`src/design/seq_pkg.sv`:
```
// constants shared by the event/action sequencer design
package seq_pkg;

  // ******************************
  // register map (word aligned byte offsets)
  // ******************************
  localparam logic [7:0] ctrl_addr    = 8'h00;
  localparam logic [7:0] status_addr  = 8'h04;
  localparam logic [7:0] count_addr   = 8'h08;
  localparam logic [7:0] scan_addr    = 8'h0C;
  localparam logic [7:0] timer_addr   = 8'h10;
  localparam logic [7:0] preset0_addr = 8'h14;
  localparam logic [7:0] preset1_addr = 8'h18;
  localparam logic [7:0] din_addr     = 8'h1C;
  localparam logic [7:0] table_base   = 8'h40;
  localparam logic [7:0] table_end    = 8'h8C;

  // ******************************
  // field positions and reset values
  // ******************************
  localparam int ctrl_mode_bit  = 0;
  localparam int ev_lsb         = 0;
  localparam int act_lsb        = 8;
  localparam int code_w         = 6;
  localparam int idx_w          = 5;
  localparam int pairs_max      = 20;
  localparam int scan_w         = 16;
  localparam int timer_w        = 24;
  localparam int pct_w          = 7;
  localparam int din_w          = 4;
  localparam logic [scan_w-1:0]  scan_reset  = 16'h03E8;
  localparam logic [timer_w-1:0] timer_reset = 24'h000014;
  localparam logic [pct_w-1:0]   ref_max_pct = 7'h64;

  // ******************************
  // event, action and digital input codes
  // ******************************
  localparam logic [code_w-1:0] ev_false      = 6'h00;
  localparam logic [code_w-1:0] ev_true       = 6'h01;
  localparam logic [code_w-1:0] ev_on_ref     = 6'h04;
  localparam logic [code_w-1:0] ev_timeout0   = 6'h1E;
  localparam logic [code_w-1:0] act_none      = 6'h01;
  localparam logic [code_w-1:0] act_preset0   = 6'h0A;
  localparam logic [code_w-1:0] act_preset1   = 6'h0B;
  localparam logic [code_w-1:0] act_timer0    = 6'h1D;
  localparam logic [din_w-1:0]  din_no_op     = 4'h0;
  localparam logic [din_w-1:0]  din_stop_inv  = 4'h6;
  localparam logic [din_w-1:0]  din_start     = 4'h8;
  localparam logic [din_w-1:0]  din_latch_st  = 4'h9;

  typedef enum logic [1:0] {
    drv_idle  = 2'b00,
    drv_run   = 2'b01,
    drv_rampd = 2'b10,
    drv_free  = 2'b11
  } drv_state_t;

endpackage

```
`src/design/event_action_sequencer.sv`:
```
// event/action sequencer with apb registers and start/stop handling
`timescale 1ns/10ps
module event_action_sequencer (
  input  wire logic                        pclk,
  input  wire logic                        presetn,
  input  wire logic                        psel,
  input  wire logic                        penable,
  input  wire logic                        pwrite,
  input  wire logic [7:0]                  paddr,
  input  wire logic [31:0]                 pwdata,
  output logic      [31:0]                 prdata,
  output logic                             pready,
  output logic                             pslverr,
  input  wire logic                        start_pin,
  input  wire logic                        stop_pin,
  input  wire logic                        at_reference,
  input  wire logic                        ramp_done,
  output logic      [seq_pkg::pct_w-1:0]   speed_ref,
  output logic                             run_cmd,
  output logic                             ramp_down,
  output logic                             free_run
);

  // ******************************
  // registers and internal state
  // ******************************
  logic                          mode_on;
  logic [seq_pkg::idx_w-1:0]     pair_count;
  logic [seq_pkg::scan_w-1:0]    scan_period;
  logic [seq_pkg::timer_w-1:0]   timer0_load;
  logic [seq_pkg::pct_w-1:0]     preset0;
  logic [seq_pkg::pct_w-1:0]     preset1;
  logic [seq_pkg::din_w-1:0]     start_func;
  logic [seq_pkg::din_w-1:0]     stop_func;
  logic [seq_pkg::idx_w-1:0]     state_idx;
  logic [seq_pkg::timer_w-1:0]   timer0;
  logic                          timer0_run;
  logic                          timer0_out;
  logic                          scan;
  logic [2*seq_pkg::code_w-1:0]  pair_rd;
  logic [1:0]                    start_sync;
  logic [1:0]                    stop_sync;
  logic                          start_q;
  logic                          latched;
  logic                          event_hit;
  logic                          start_req;
  logic                          stop_req;
  seq_pkg::drv_state_t           drv;
  seq_pkg::drv_state_t           next_drv;
  logic [seq_pkg::code_w-1:0]    cur_event;
  logic [seq_pkg::code_w-1:0]    cur_action;
  logic                          wr_acc;
  logic                          table_hit;
  logic [7:0]                    table_off;
  logic [seq_pkg::idx_w-1:0]     wr_idx;
  logic                          action_go;

  assign wr_acc    = psel && penable && pwrite;
  // table words are write only: reading one gives zero and no error
  assign table_hit = (paddr >= seq_pkg::table_base) && (paddr <= seq_pkg::table_end)
                     && (paddr[1:0] == 2'b00);
  assign table_off = paddr - seq_pkg::table_base;
  assign wr_idx    = table_off[2+seq_pkg::idx_w-1:2];

  // ******************************
  // pair storage and scan strobe
  // ******************************
  pair_table u_table (
    .pclk    (pclk),
    .wr_en   (wr_acc && table_hit),
    .wr_idx  (wr_idx),
    .wr_data (pwdata[2*seq_pkg::code_w-1:0]),
    .rd_idx  (state_idx),
    .rd_data (pair_rd)
  );

  scan_strobe u_scan (
    .pclk    (pclk),
    .presetn (presetn),
    .period  (scan_period),
    .strobe  (scan)
  );

  // table word: event in bits 5:0, action in bits 11:6
  assign cur_event  = pair_rd[seq_pkg::code_w-1:0];
  assign cur_action = pair_rd[2*seq_pkg::code_w-1:seq_pkg::code_w];

  // ******************************
  // apb slave, zero wait states
  // ******************************
  always_ff @(posedge pclk or negedge presetn) begin
    if (!presetn) begin
      mode_on     <= 1'b0;
      pair_count  <= '0;
      scan_period <= seq_pkg::scan_reset;
      timer0_load <= seq_pkg::timer_reset;
      preset0     <= '0;
      preset1     <= '0;
      start_func  <= seq_pkg::din_start;
      stop_func   <= seq_pkg::din_no_op;
    end else if (wr_acc) begin
      case (paddr)
        seq_pkg::ctrl_addr: begin
          mode_on <= pwdata[seq_pkg::ctrl_mode_bit];
        end
        seq_pkg::count_addr: begin
          // counts beyond the table are clamped so the index stays in range
          if (pwdata > 32'(seq_pkg::pairs_max)) begin
            pair_count <= 5'(seq_pkg::pairs_max);
          end else begin
            pair_count <= pwdata[seq_pkg::idx_w-1:0];
          end
        end
        seq_pkg::scan_addr: begin
          scan_period <= pwdata[seq_pkg::scan_w-1:0];
        end
        seq_pkg::timer_addr: begin
          timer0_load <= pwdata[seq_pkg::timer_w-1:0];
        end
        seq_pkg::preset0_addr: begin
          // the whole word is compared so a large value cannot wrap below the limit
          preset0 <= (pwdata > 32'(seq_pkg::ref_max_pct)) ? seq_pkg::ref_max_pct
                     : pwdata[seq_pkg::pct_w-1:0];
        end
        seq_pkg::preset1_addr: begin
          preset1 <= (pwdata > 32'(seq_pkg::ref_max_pct)) ? seq_pkg::ref_max_pct
                     : pwdata[seq_pkg::pct_w-1:0];
        end
        seq_pkg::din_addr: begin
          start_func <= pwdata[3:0];
          stop_func  <= pwdata[7:4];
        end
        default: begin
        end
      endcase
    end
  end

  // ******************************
  // register read, answered in the first access cycle
  // ******************************
  always_ff @(posedge pclk or negedge presetn) begin
    if (!presetn) begin
      prdata  <= '0;
      pready  <= 1'b0;
      pslverr <= 1'b0;
    end else begin
      pready  <= psel && !penable;
      pslverr <= 1'b0;
      prdata  <= '0;
      if (psel && !penable) begin
        case (paddr)
          seq_pkg::ctrl_addr:    prdata <= {31'h00000000, mode_on};
          seq_pkg::status_addr:  prdata <= {20'h00000, drv, timer0_run, timer0_out,
                                           3'h0, state_idx};
          seq_pkg::count_addr:   prdata <= {27'h0000000, pair_count};
          seq_pkg::scan_addr:    prdata <= {16'h0000, scan_period};
          seq_pkg::timer_addr:   prdata <= {8'h00, timer0_load};
          seq_pkg::preset0_addr: prdata <= {25'h0000000, preset0};
          seq_pkg::preset1_addr: prdata <= {25'h0000000, preset1};
          seq_pkg::din_addr:     prdata <= {24'h000000, stop_func, start_func};
          default: begin
            pslverr <= !table_hit;
          end
        endcase
      end
    end
  end

  // ******************************
  // sequencer core
  // ******************************
  // only the event at state_idx is decoded; unknown codes read false
  always_comb begin
    case (cur_event)
      seq_pkg::ev_false:    event_hit = 1'b0;
      seq_pkg::ev_true:     event_hit = 1'b1;
      seq_pkg::ev_on_ref:   event_hit = at_reference;
      seq_pkg::ev_timeout0: event_hit = timer0_out;
      default:              event_hit = 1'b0;
    endcase
  end

  // the table read lags a cycle; the strobe period is long so data is settled
  // a scan period of zero would act on the previous pair's codes
  always_ff @(posedge pclk or negedge presetn) begin
    if (!presetn) begin
      state_idx <= '0;
    end else if (!mode_on || pair_count == 5'h00) begin
      state_idx <= '0;
    end else if (scan && event_hit) begin
      if (state_idx >= pair_count - 5'h01) begin
        state_idx <= '0;
      end else begin
        state_idx <= state_idx + 5'h01;
      end
    end
  end

  // ******************************
  // action execution
  // ******************************
  // one action per taken scan; the same strobe edge moves the index
  assign action_go = mode_on && (pair_count != 5'h00) && scan && event_hit;

  // the reference only moves on a taken action, so it stands between scans
  always_ff @(posedge pclk or negedge presetn) begin
    if (!presetn) begin
      speed_ref <= '0;
    end else if (action_go) begin
      case (cur_action)
        seq_pkg::act_preset0: speed_ref <= preset0;
        seq_pkg::act_preset1: speed_ref <= preset1;
        default: begin
        end
      endcase
    end
  end

  // restarting the timer clears an old expiry so the next timeout event waits again
  always_ff @(posedge pclk or negedge presetn) begin
    if (!presetn) begin
      timer0     <= '0;
      timer0_run <= 1'b0;
      timer0_out <= 1'b0;
    end else if (action_go && (cur_action == seq_pkg::act_timer0)) begin
      timer0     <= timer0_load;
      timer0_run <= 1'b1;
      timer0_out <= 1'b0;
    end else if (timer0_run) begin
      if (timer0 == '0) begin
        timer0_run <= 1'b0;
        timer0_out <= 1'b1;
      end else begin
        timer0 <= timer0 - 24'h000001;
      end
    end
  end

  // ******************************
  // start/stop inputs and drive state
  // ******************************
  // pins are asynchronous: only the second flop of each pair feeds any logic
  always_ff @(posedge pclk or negedge presetn) begin
    if (!presetn) begin
      start_sync <= 2'b00;
      stop_sync  <= 2'b00;
      start_q    <= 1'b0;
    end else begin
      start_sync <= {start_sync[0], start_pin};
      stop_sync  <= {stop_sync[0], stop_pin};
      start_q    <= start_sync[1];
    end
  end

  // start function: level start holds, latched start catches a rising edge
  always_comb begin
    case (start_func)
      seq_pkg::din_start:    start_req = start_sync[1];
      seq_pkg::din_latch_st: start_req = latched || (start_sync[1] && !start_q);
      default:               start_req = 1'b0;
    endcase
    case (stop_func)
      seq_pkg::din_stop_inv: stop_req = !stop_sync[1];
      // no stop function: releasing a level start is the stop
      default:               stop_req = (start_func == seq_pkg::din_start) && !start_sync[1];
    endcase
  end

  always_ff @(posedge pclk or negedge presetn) begin
    if (!presetn) begin
      latched <= 1'b0;
    end else if (start_sync[1] && !start_q) begin
      // a start edge wins over a stop in one cycle; a held stop clears it next cycle
      latched <= 1'b1;
    end else if (stop_req) begin
      latched <= 1'b0;
    end
  end

  // ******************************
  // drive state
  // ******************************
  // a held stop keeps the drive from starting, whatever the start input does
  always_comb begin
    next_drv = drv;
    case (drv)
      seq_pkg::drv_idle: begin
        if (start_req && !stop_req) begin
          next_drv = seq_pkg::drv_run;
        end
      end
      seq_pkg::drv_run: begin
        if (stop_req) begin
          next_drv = seq_pkg::drv_rampd;
        end
      end
      seq_pkg::drv_rampd: begin
        if (ramp_done) begin
          next_drv = seq_pkg::drv_free;
        end
      end
      seq_pkg::drv_free: begin
        if (start_req && !stop_req) begin
          next_drv = seq_pkg::drv_run;
        end
      end
      default: begin
        next_drv = seq_pkg::drv_idle;
      end
    endcase
  end

  always_ff @(posedge pclk or negedge presetn) begin
    if (!presetn) begin
      drv       <= seq_pkg::drv_idle;
      run_cmd   <= 1'b0;
      ramp_down <= 1'b0;
      free_run  <= 1'b0;
    end else begin
      drv       <= next_drv;
      run_cmd   <= (next_drv == seq_pkg::drv_run);
      ramp_down <= (next_drv == seq_pkg::drv_rampd);
      free_run  <= (next_drv == seq_pkg::drv_free);
    end
  end

endmodule

```
`src/design/pair_table.sv`:
```
// twenty-entry storage of event/action code pairs
`timescale 1ns/10ps
module pair_table (
  input  wire logic                          pclk,
  input  wire logic                          wr_en,
  input  wire logic [seq_pkg::idx_w-1:0]     wr_idx,
  input  wire logic [2*seq_pkg::code_w-1:0]  wr_data,
  input  wire logic [seq_pkg::idx_w-1:0]     rd_idx,
  output logic      [2*seq_pkg::code_w-1:0]  rd_data
);

  logic [2*seq_pkg::code_w-1:0] mem [seq_pkg::pairs_max];

  always_ff @(posedge pclk) begin
    if (wr_en) begin
      mem[wr_idx] <= wr_data;
    end
  end

  // registered read; index is always below pairs_max by construction
  always_ff @(posedge pclk) begin
    rd_data <= mem[rd_idx];
  end

endmodule

```
`src/design/scan_strobe.sv`:
```
// periodic scan strobe generator
`timescale 1ns/10ps
module scan_strobe (
  input  wire logic                       pclk,
  input  wire logic                       presetn,
  input  wire logic [seq_pkg::scan_w-1:0] period,
  output logic                            strobe
);

  logic [seq_pkg::scan_w-1:0] count;

  always_ff @(posedge pclk or negedge presetn) begin
    if (!presetn) begin
      count  <= '0;
      strobe <= 1'b0;
    end else if (count >= period) begin
      count  <= '0;
      strobe <= 1'b1;
    end else begin
      count  <= count + 16'h0001;
      strobe <= 1'b0;
    end
  end

endmodule

```
`config.mk`:
```
export PLATFORM = sky130hd
export DESIGN_NAME = event_action_sequencer
export DESIGN_NICKNAME = d
export VERILOG_FILES = /design/src/design/seq_pkg.sv /design/src/design/event_action_sequencer.sv /design/src/design/pair_table.sv /design/src/design/scan_strobe.sv
export SDC_FILE = /design/constraint.sdc
export NUM_CORES = 1
export LEC_CHECK = 0
export BUFFER_PORTS_ARGS = -buffer_cell sky130_fd_sc_hd__buf_2
export CAP_MARGIN = 20
export CORE_UTILIZATION = 37
export CTS_BUF_LIST = sky130_fd_sc_hd__clkbuf_8
export DETAILED_ROUTE_END_ITERATION = 10
export GPL_ROUTABILITY_DRIVEN = 0
export HOLD_SLACK_MARGIN = 0.15
export PLACE_DENSITY = 0.59
export SYNTH_ARGS = -nofsm -noshare
export SYNTH_HDL_FRONTEND = slang
export SYNTH_SLANG_ARGS = --single-unit
```
`constraint.sdc`:
```
create_clock -name pclk -period 3.1 [get_ports pclk]
set_clock_uncertainty 0.05 [all_clocks]
set_input_delay 0.31 -clock pclk [delete_from_list [all_inputs] [get_ports pclk]]
set_output_delay 0.31 -clock pclk [all_outputs]
set_load 0.01 [all_outputs]
```
==> metrics.md <==
| Metric | Value |
|---|---|
| Status | `finished with violations` |
| Failing checks | `DRC` |
| Slowest cell on the critical path | `or4_4` |
| Die X | `220 um` |
| # IOs | `93` |
| Global route overflow | `0` |
| Rows | `79` |
| Worst-path fanout max | `16` |
| Area after DPL | `18,900 um2` |
| Worst setup EP type | `register` |
| CTS buffer count | `70` |
| Cell count of the worst reg-to-reg path | `5` |
| EDFF count, synth | `240` |
| Final slew viol count | `0` |
| Synth Cell Area | `17,500 um2` |
| Initial DRC count | `720` |
| Reg power frac | `54.1%` |
| Main synth FF type | `edfxtp_1` |
| Syn. warnings | `0` |
| Drt wl/cell | `21.1 um` |
| Pwr Density | `536 nW/um2` |
| Area grow syn2layout | `16.8%` |
| Max Cap Viol | `0` |
| Design Area, Final | `20,500 um2` |
| Cells on Worst Hold Path | `2` |
| Htree depth | `3` |
| Synth async-reset ratio | `38.8%` |
| Largest area contributor in the synthesized netlist | `edfxtp_1` |
| #FFs+latches synth | `412` |
| Critical Path Start Type | `register` |
| Initial antenna violation count | `0` |
| Hold Crit Class | `primary input to register` |
| Core area | `46,700 um2` |
| Cells along the critical path | `or4_1, or4_4, o21ai_4, nor4b_1, or3b_1` |
| Routed vias/inst | `5.32` |
| Cells after synthesis | `1,171` |
| PortBufs | `84` |
| Period utilization | `82.8%` |
| Die height | `220 um` |
| GRT Resource Usage Total | `18.1%` |
| Hold Fails Final Rpt | `0` |
| Initial Util | `37.6%` |
| Hpwl dp | `27,500 um` |
| Vias in the first global route | `10,600` |
| Clock root buffer | `clkbuf_8` |
| Area contributors post-synth | `edfxtp_1 (41%), dfrtp_1 (22%), mux4_2 (8.2%)` |
| Final setup violation count | `0` |
| Synth cell types | `68` |
| Clock sinks | `412` |
| Comb pwr share | `4.4%` |
| Max-slew headroom | `42.4%` |
| Most instantiated library cell after synthesis | `edfxtp_1` |
| Global routing's busiest layer | `met2` |
| Final #Nets | `1,432` |
| Clk pwr share | `41.5%` |
| Met2 Usage GRT | `27.8%` |
| DIE AREA | `48,300 um2` |
| Max Root-Sink Buffers | `3` |
| Register area share after synthesis | `65.4%` |
| Resize count post-CTS | `0` |
| Switching Share | `23.6%` |
| Critical path required time | `3560 ps` |
| Layout cells sized above 1 | `27.0%` |
| Worst Tran Pin Value | `862 ps` |
| Top post-synthesis cells by count | `edfxtp_1 (240), dfrtp_1 (151), nor2_1 (67)` |
| Pleak | `7.78 nW` |
| DRT Pass-1 Iters | `8` |
| CTS tree | `built` |
| Top cell type's share of synthesized area | `41.1%` |
| Final TNS setup | `0 ps` |
| Psw | `2.59 mW` |
| Avg Cell Area, Syn | `15.0 um2` |
| DRC errors left | `4` |
| Achievable Freq | `0.390 GHz` |
| CP max stage delay | `600 ps` |
| Met1 usage | `25.7%` |
| GR met3 Demand/Resource | `3.99%` |
| RSZ-0062 raised after global routing | `no` |
| Fin crit period | `2570 ps` |
| Setup CP Type | `register to register` |
| Final wirelength | `42,600 um` |
| Reg clk slew, reported paths | `60 ps` |
| Crit path DAT | `3020 ps` |
| First-pass GRT wire length | `64,900 um` |
| Largest net degree at the start of global routing | `68` |
| Vias | `10,700` |
| Max VDD drop | `394 uV` |
| Worst skew pair latency | `650 ps` |
| Total internal power | `8.39 mW` |
| Routed Antenna Nets | `0` |
-- per-stage QoR --
| stage | setup WS, ps | power (mW) | instances | util [%] | hold WS, ps |
|---|---|---|---|---|---|
| after global routing | 408 | 11.4 | 2013 | 43.9 | 172 |
| after global placement | 491 | 6.49 | 1861 | 40.5 | 284 |
| after floorplan | 766 | 6.24 | 1178 | - | -35.6 |
| after CTS | 534 | 11.1 | 2013 | 43.9 | 155 |
| final | 534 | 11.0 | 2016 | 43.9 | 181 |
| after detailed placement | 415 | 6.51 | 1861 | 40.5 | 287 |
-- repair_timing --
action / in CTS / in global routing
endpoints found under the hold margin: 152 / 0
hold buffers: 28 / 0
setup buffers: 0 / 0
-- path summary, 6_finish.rpt --
kind	start	endpoint	slack (ps)
max in group asynchronous	presetn	timer0_load[2]	1890
worst max register to register	timer0[15]	timer0[6]	530
min in group asynchronous	presetn	prdata[16]	200
worst max-delay path	timer0[15]	timer0[6]	530
worst min register to register	stop_sync[0]	stop_sync[1]	300
worst min-delay path	pwdata[10]	u_table.mem[16][10]	180
-- worst max-delay path: cells and delay by family, from the launching register on --
family / cells / cell delay, ps
and+or+nand+nor: 4 / 1610
DFF: 1 / 400
AOI/OAI and AO/OA: 1 / 370
-- logic make-up after synthesis --
group / synth area share [%]
other: 0.0214
adders and majority gates: 2.07
AOI/OAI and AO/OA: 5.98
and+or+nand+nor: 9.34
muxes: 13.8
buffers and inverters: 2.34
xor gates and xnor gates: 1.15
DFF: 65.4
-- cell type report --
cell class	count	area, um2
well taps	607	759
clock buffers	79	1090
diodes	3	7.51
inverters	29	109
multi-input cells	674	5690
repair buffers	167	1160
clock inverters	45	210
fillers	4236	26200
flip-flops and latches	412	11500
-- layout by cell type (no fill, tap or decap), types with 19 or more instances in the layout --
cell	instances
nand3_1	30
dlygate4sd3_1	28
buf_2	83
dfrtp_1	149
mux2i_1	34
inv_1	53
nand2_1	58
o21ai_0	32
buf_4	52
a31oi_1	19
ha_1	29
nor2_1	67
and3_1	19
mux2_2	56
nor3_1	26
edfxtp_1	240
mux4_2	64
clkbuf_8	79
-- power by group through the flow --
stage / clock network, mW / logic [mW] / registers (mW)
after floorplan: 0 / 0.211 / 6.02
after global placement: 0 / 0.453 / 6.04
after detailed placement: 0 / 0.466 / 6.04
after CTS: 4.66 / 0.495 / 5.94
after global routing: 4.93 / 0.546 / 5.94
final: 4.56 / 0.487 / 5.94
-- flip-flops by register name (all words and copies together), names as in the netlist, 12 cells and up --
name and cells:
u_table.rd_data 12, scan_period 16, u_scan.count 16, timer0 24, prdata 24, u_table.mem 240
timer0_load 24
-- per-layer routing --
metal / wire length [um] / share of wire [%]
met1: 19300 / 45
met2: 20000 / 47
met3: 2590 / 6.1
met4: 736 / 1.7
met5: 0 / 0
Note: power is estimated with default switching activity, not from simulation.
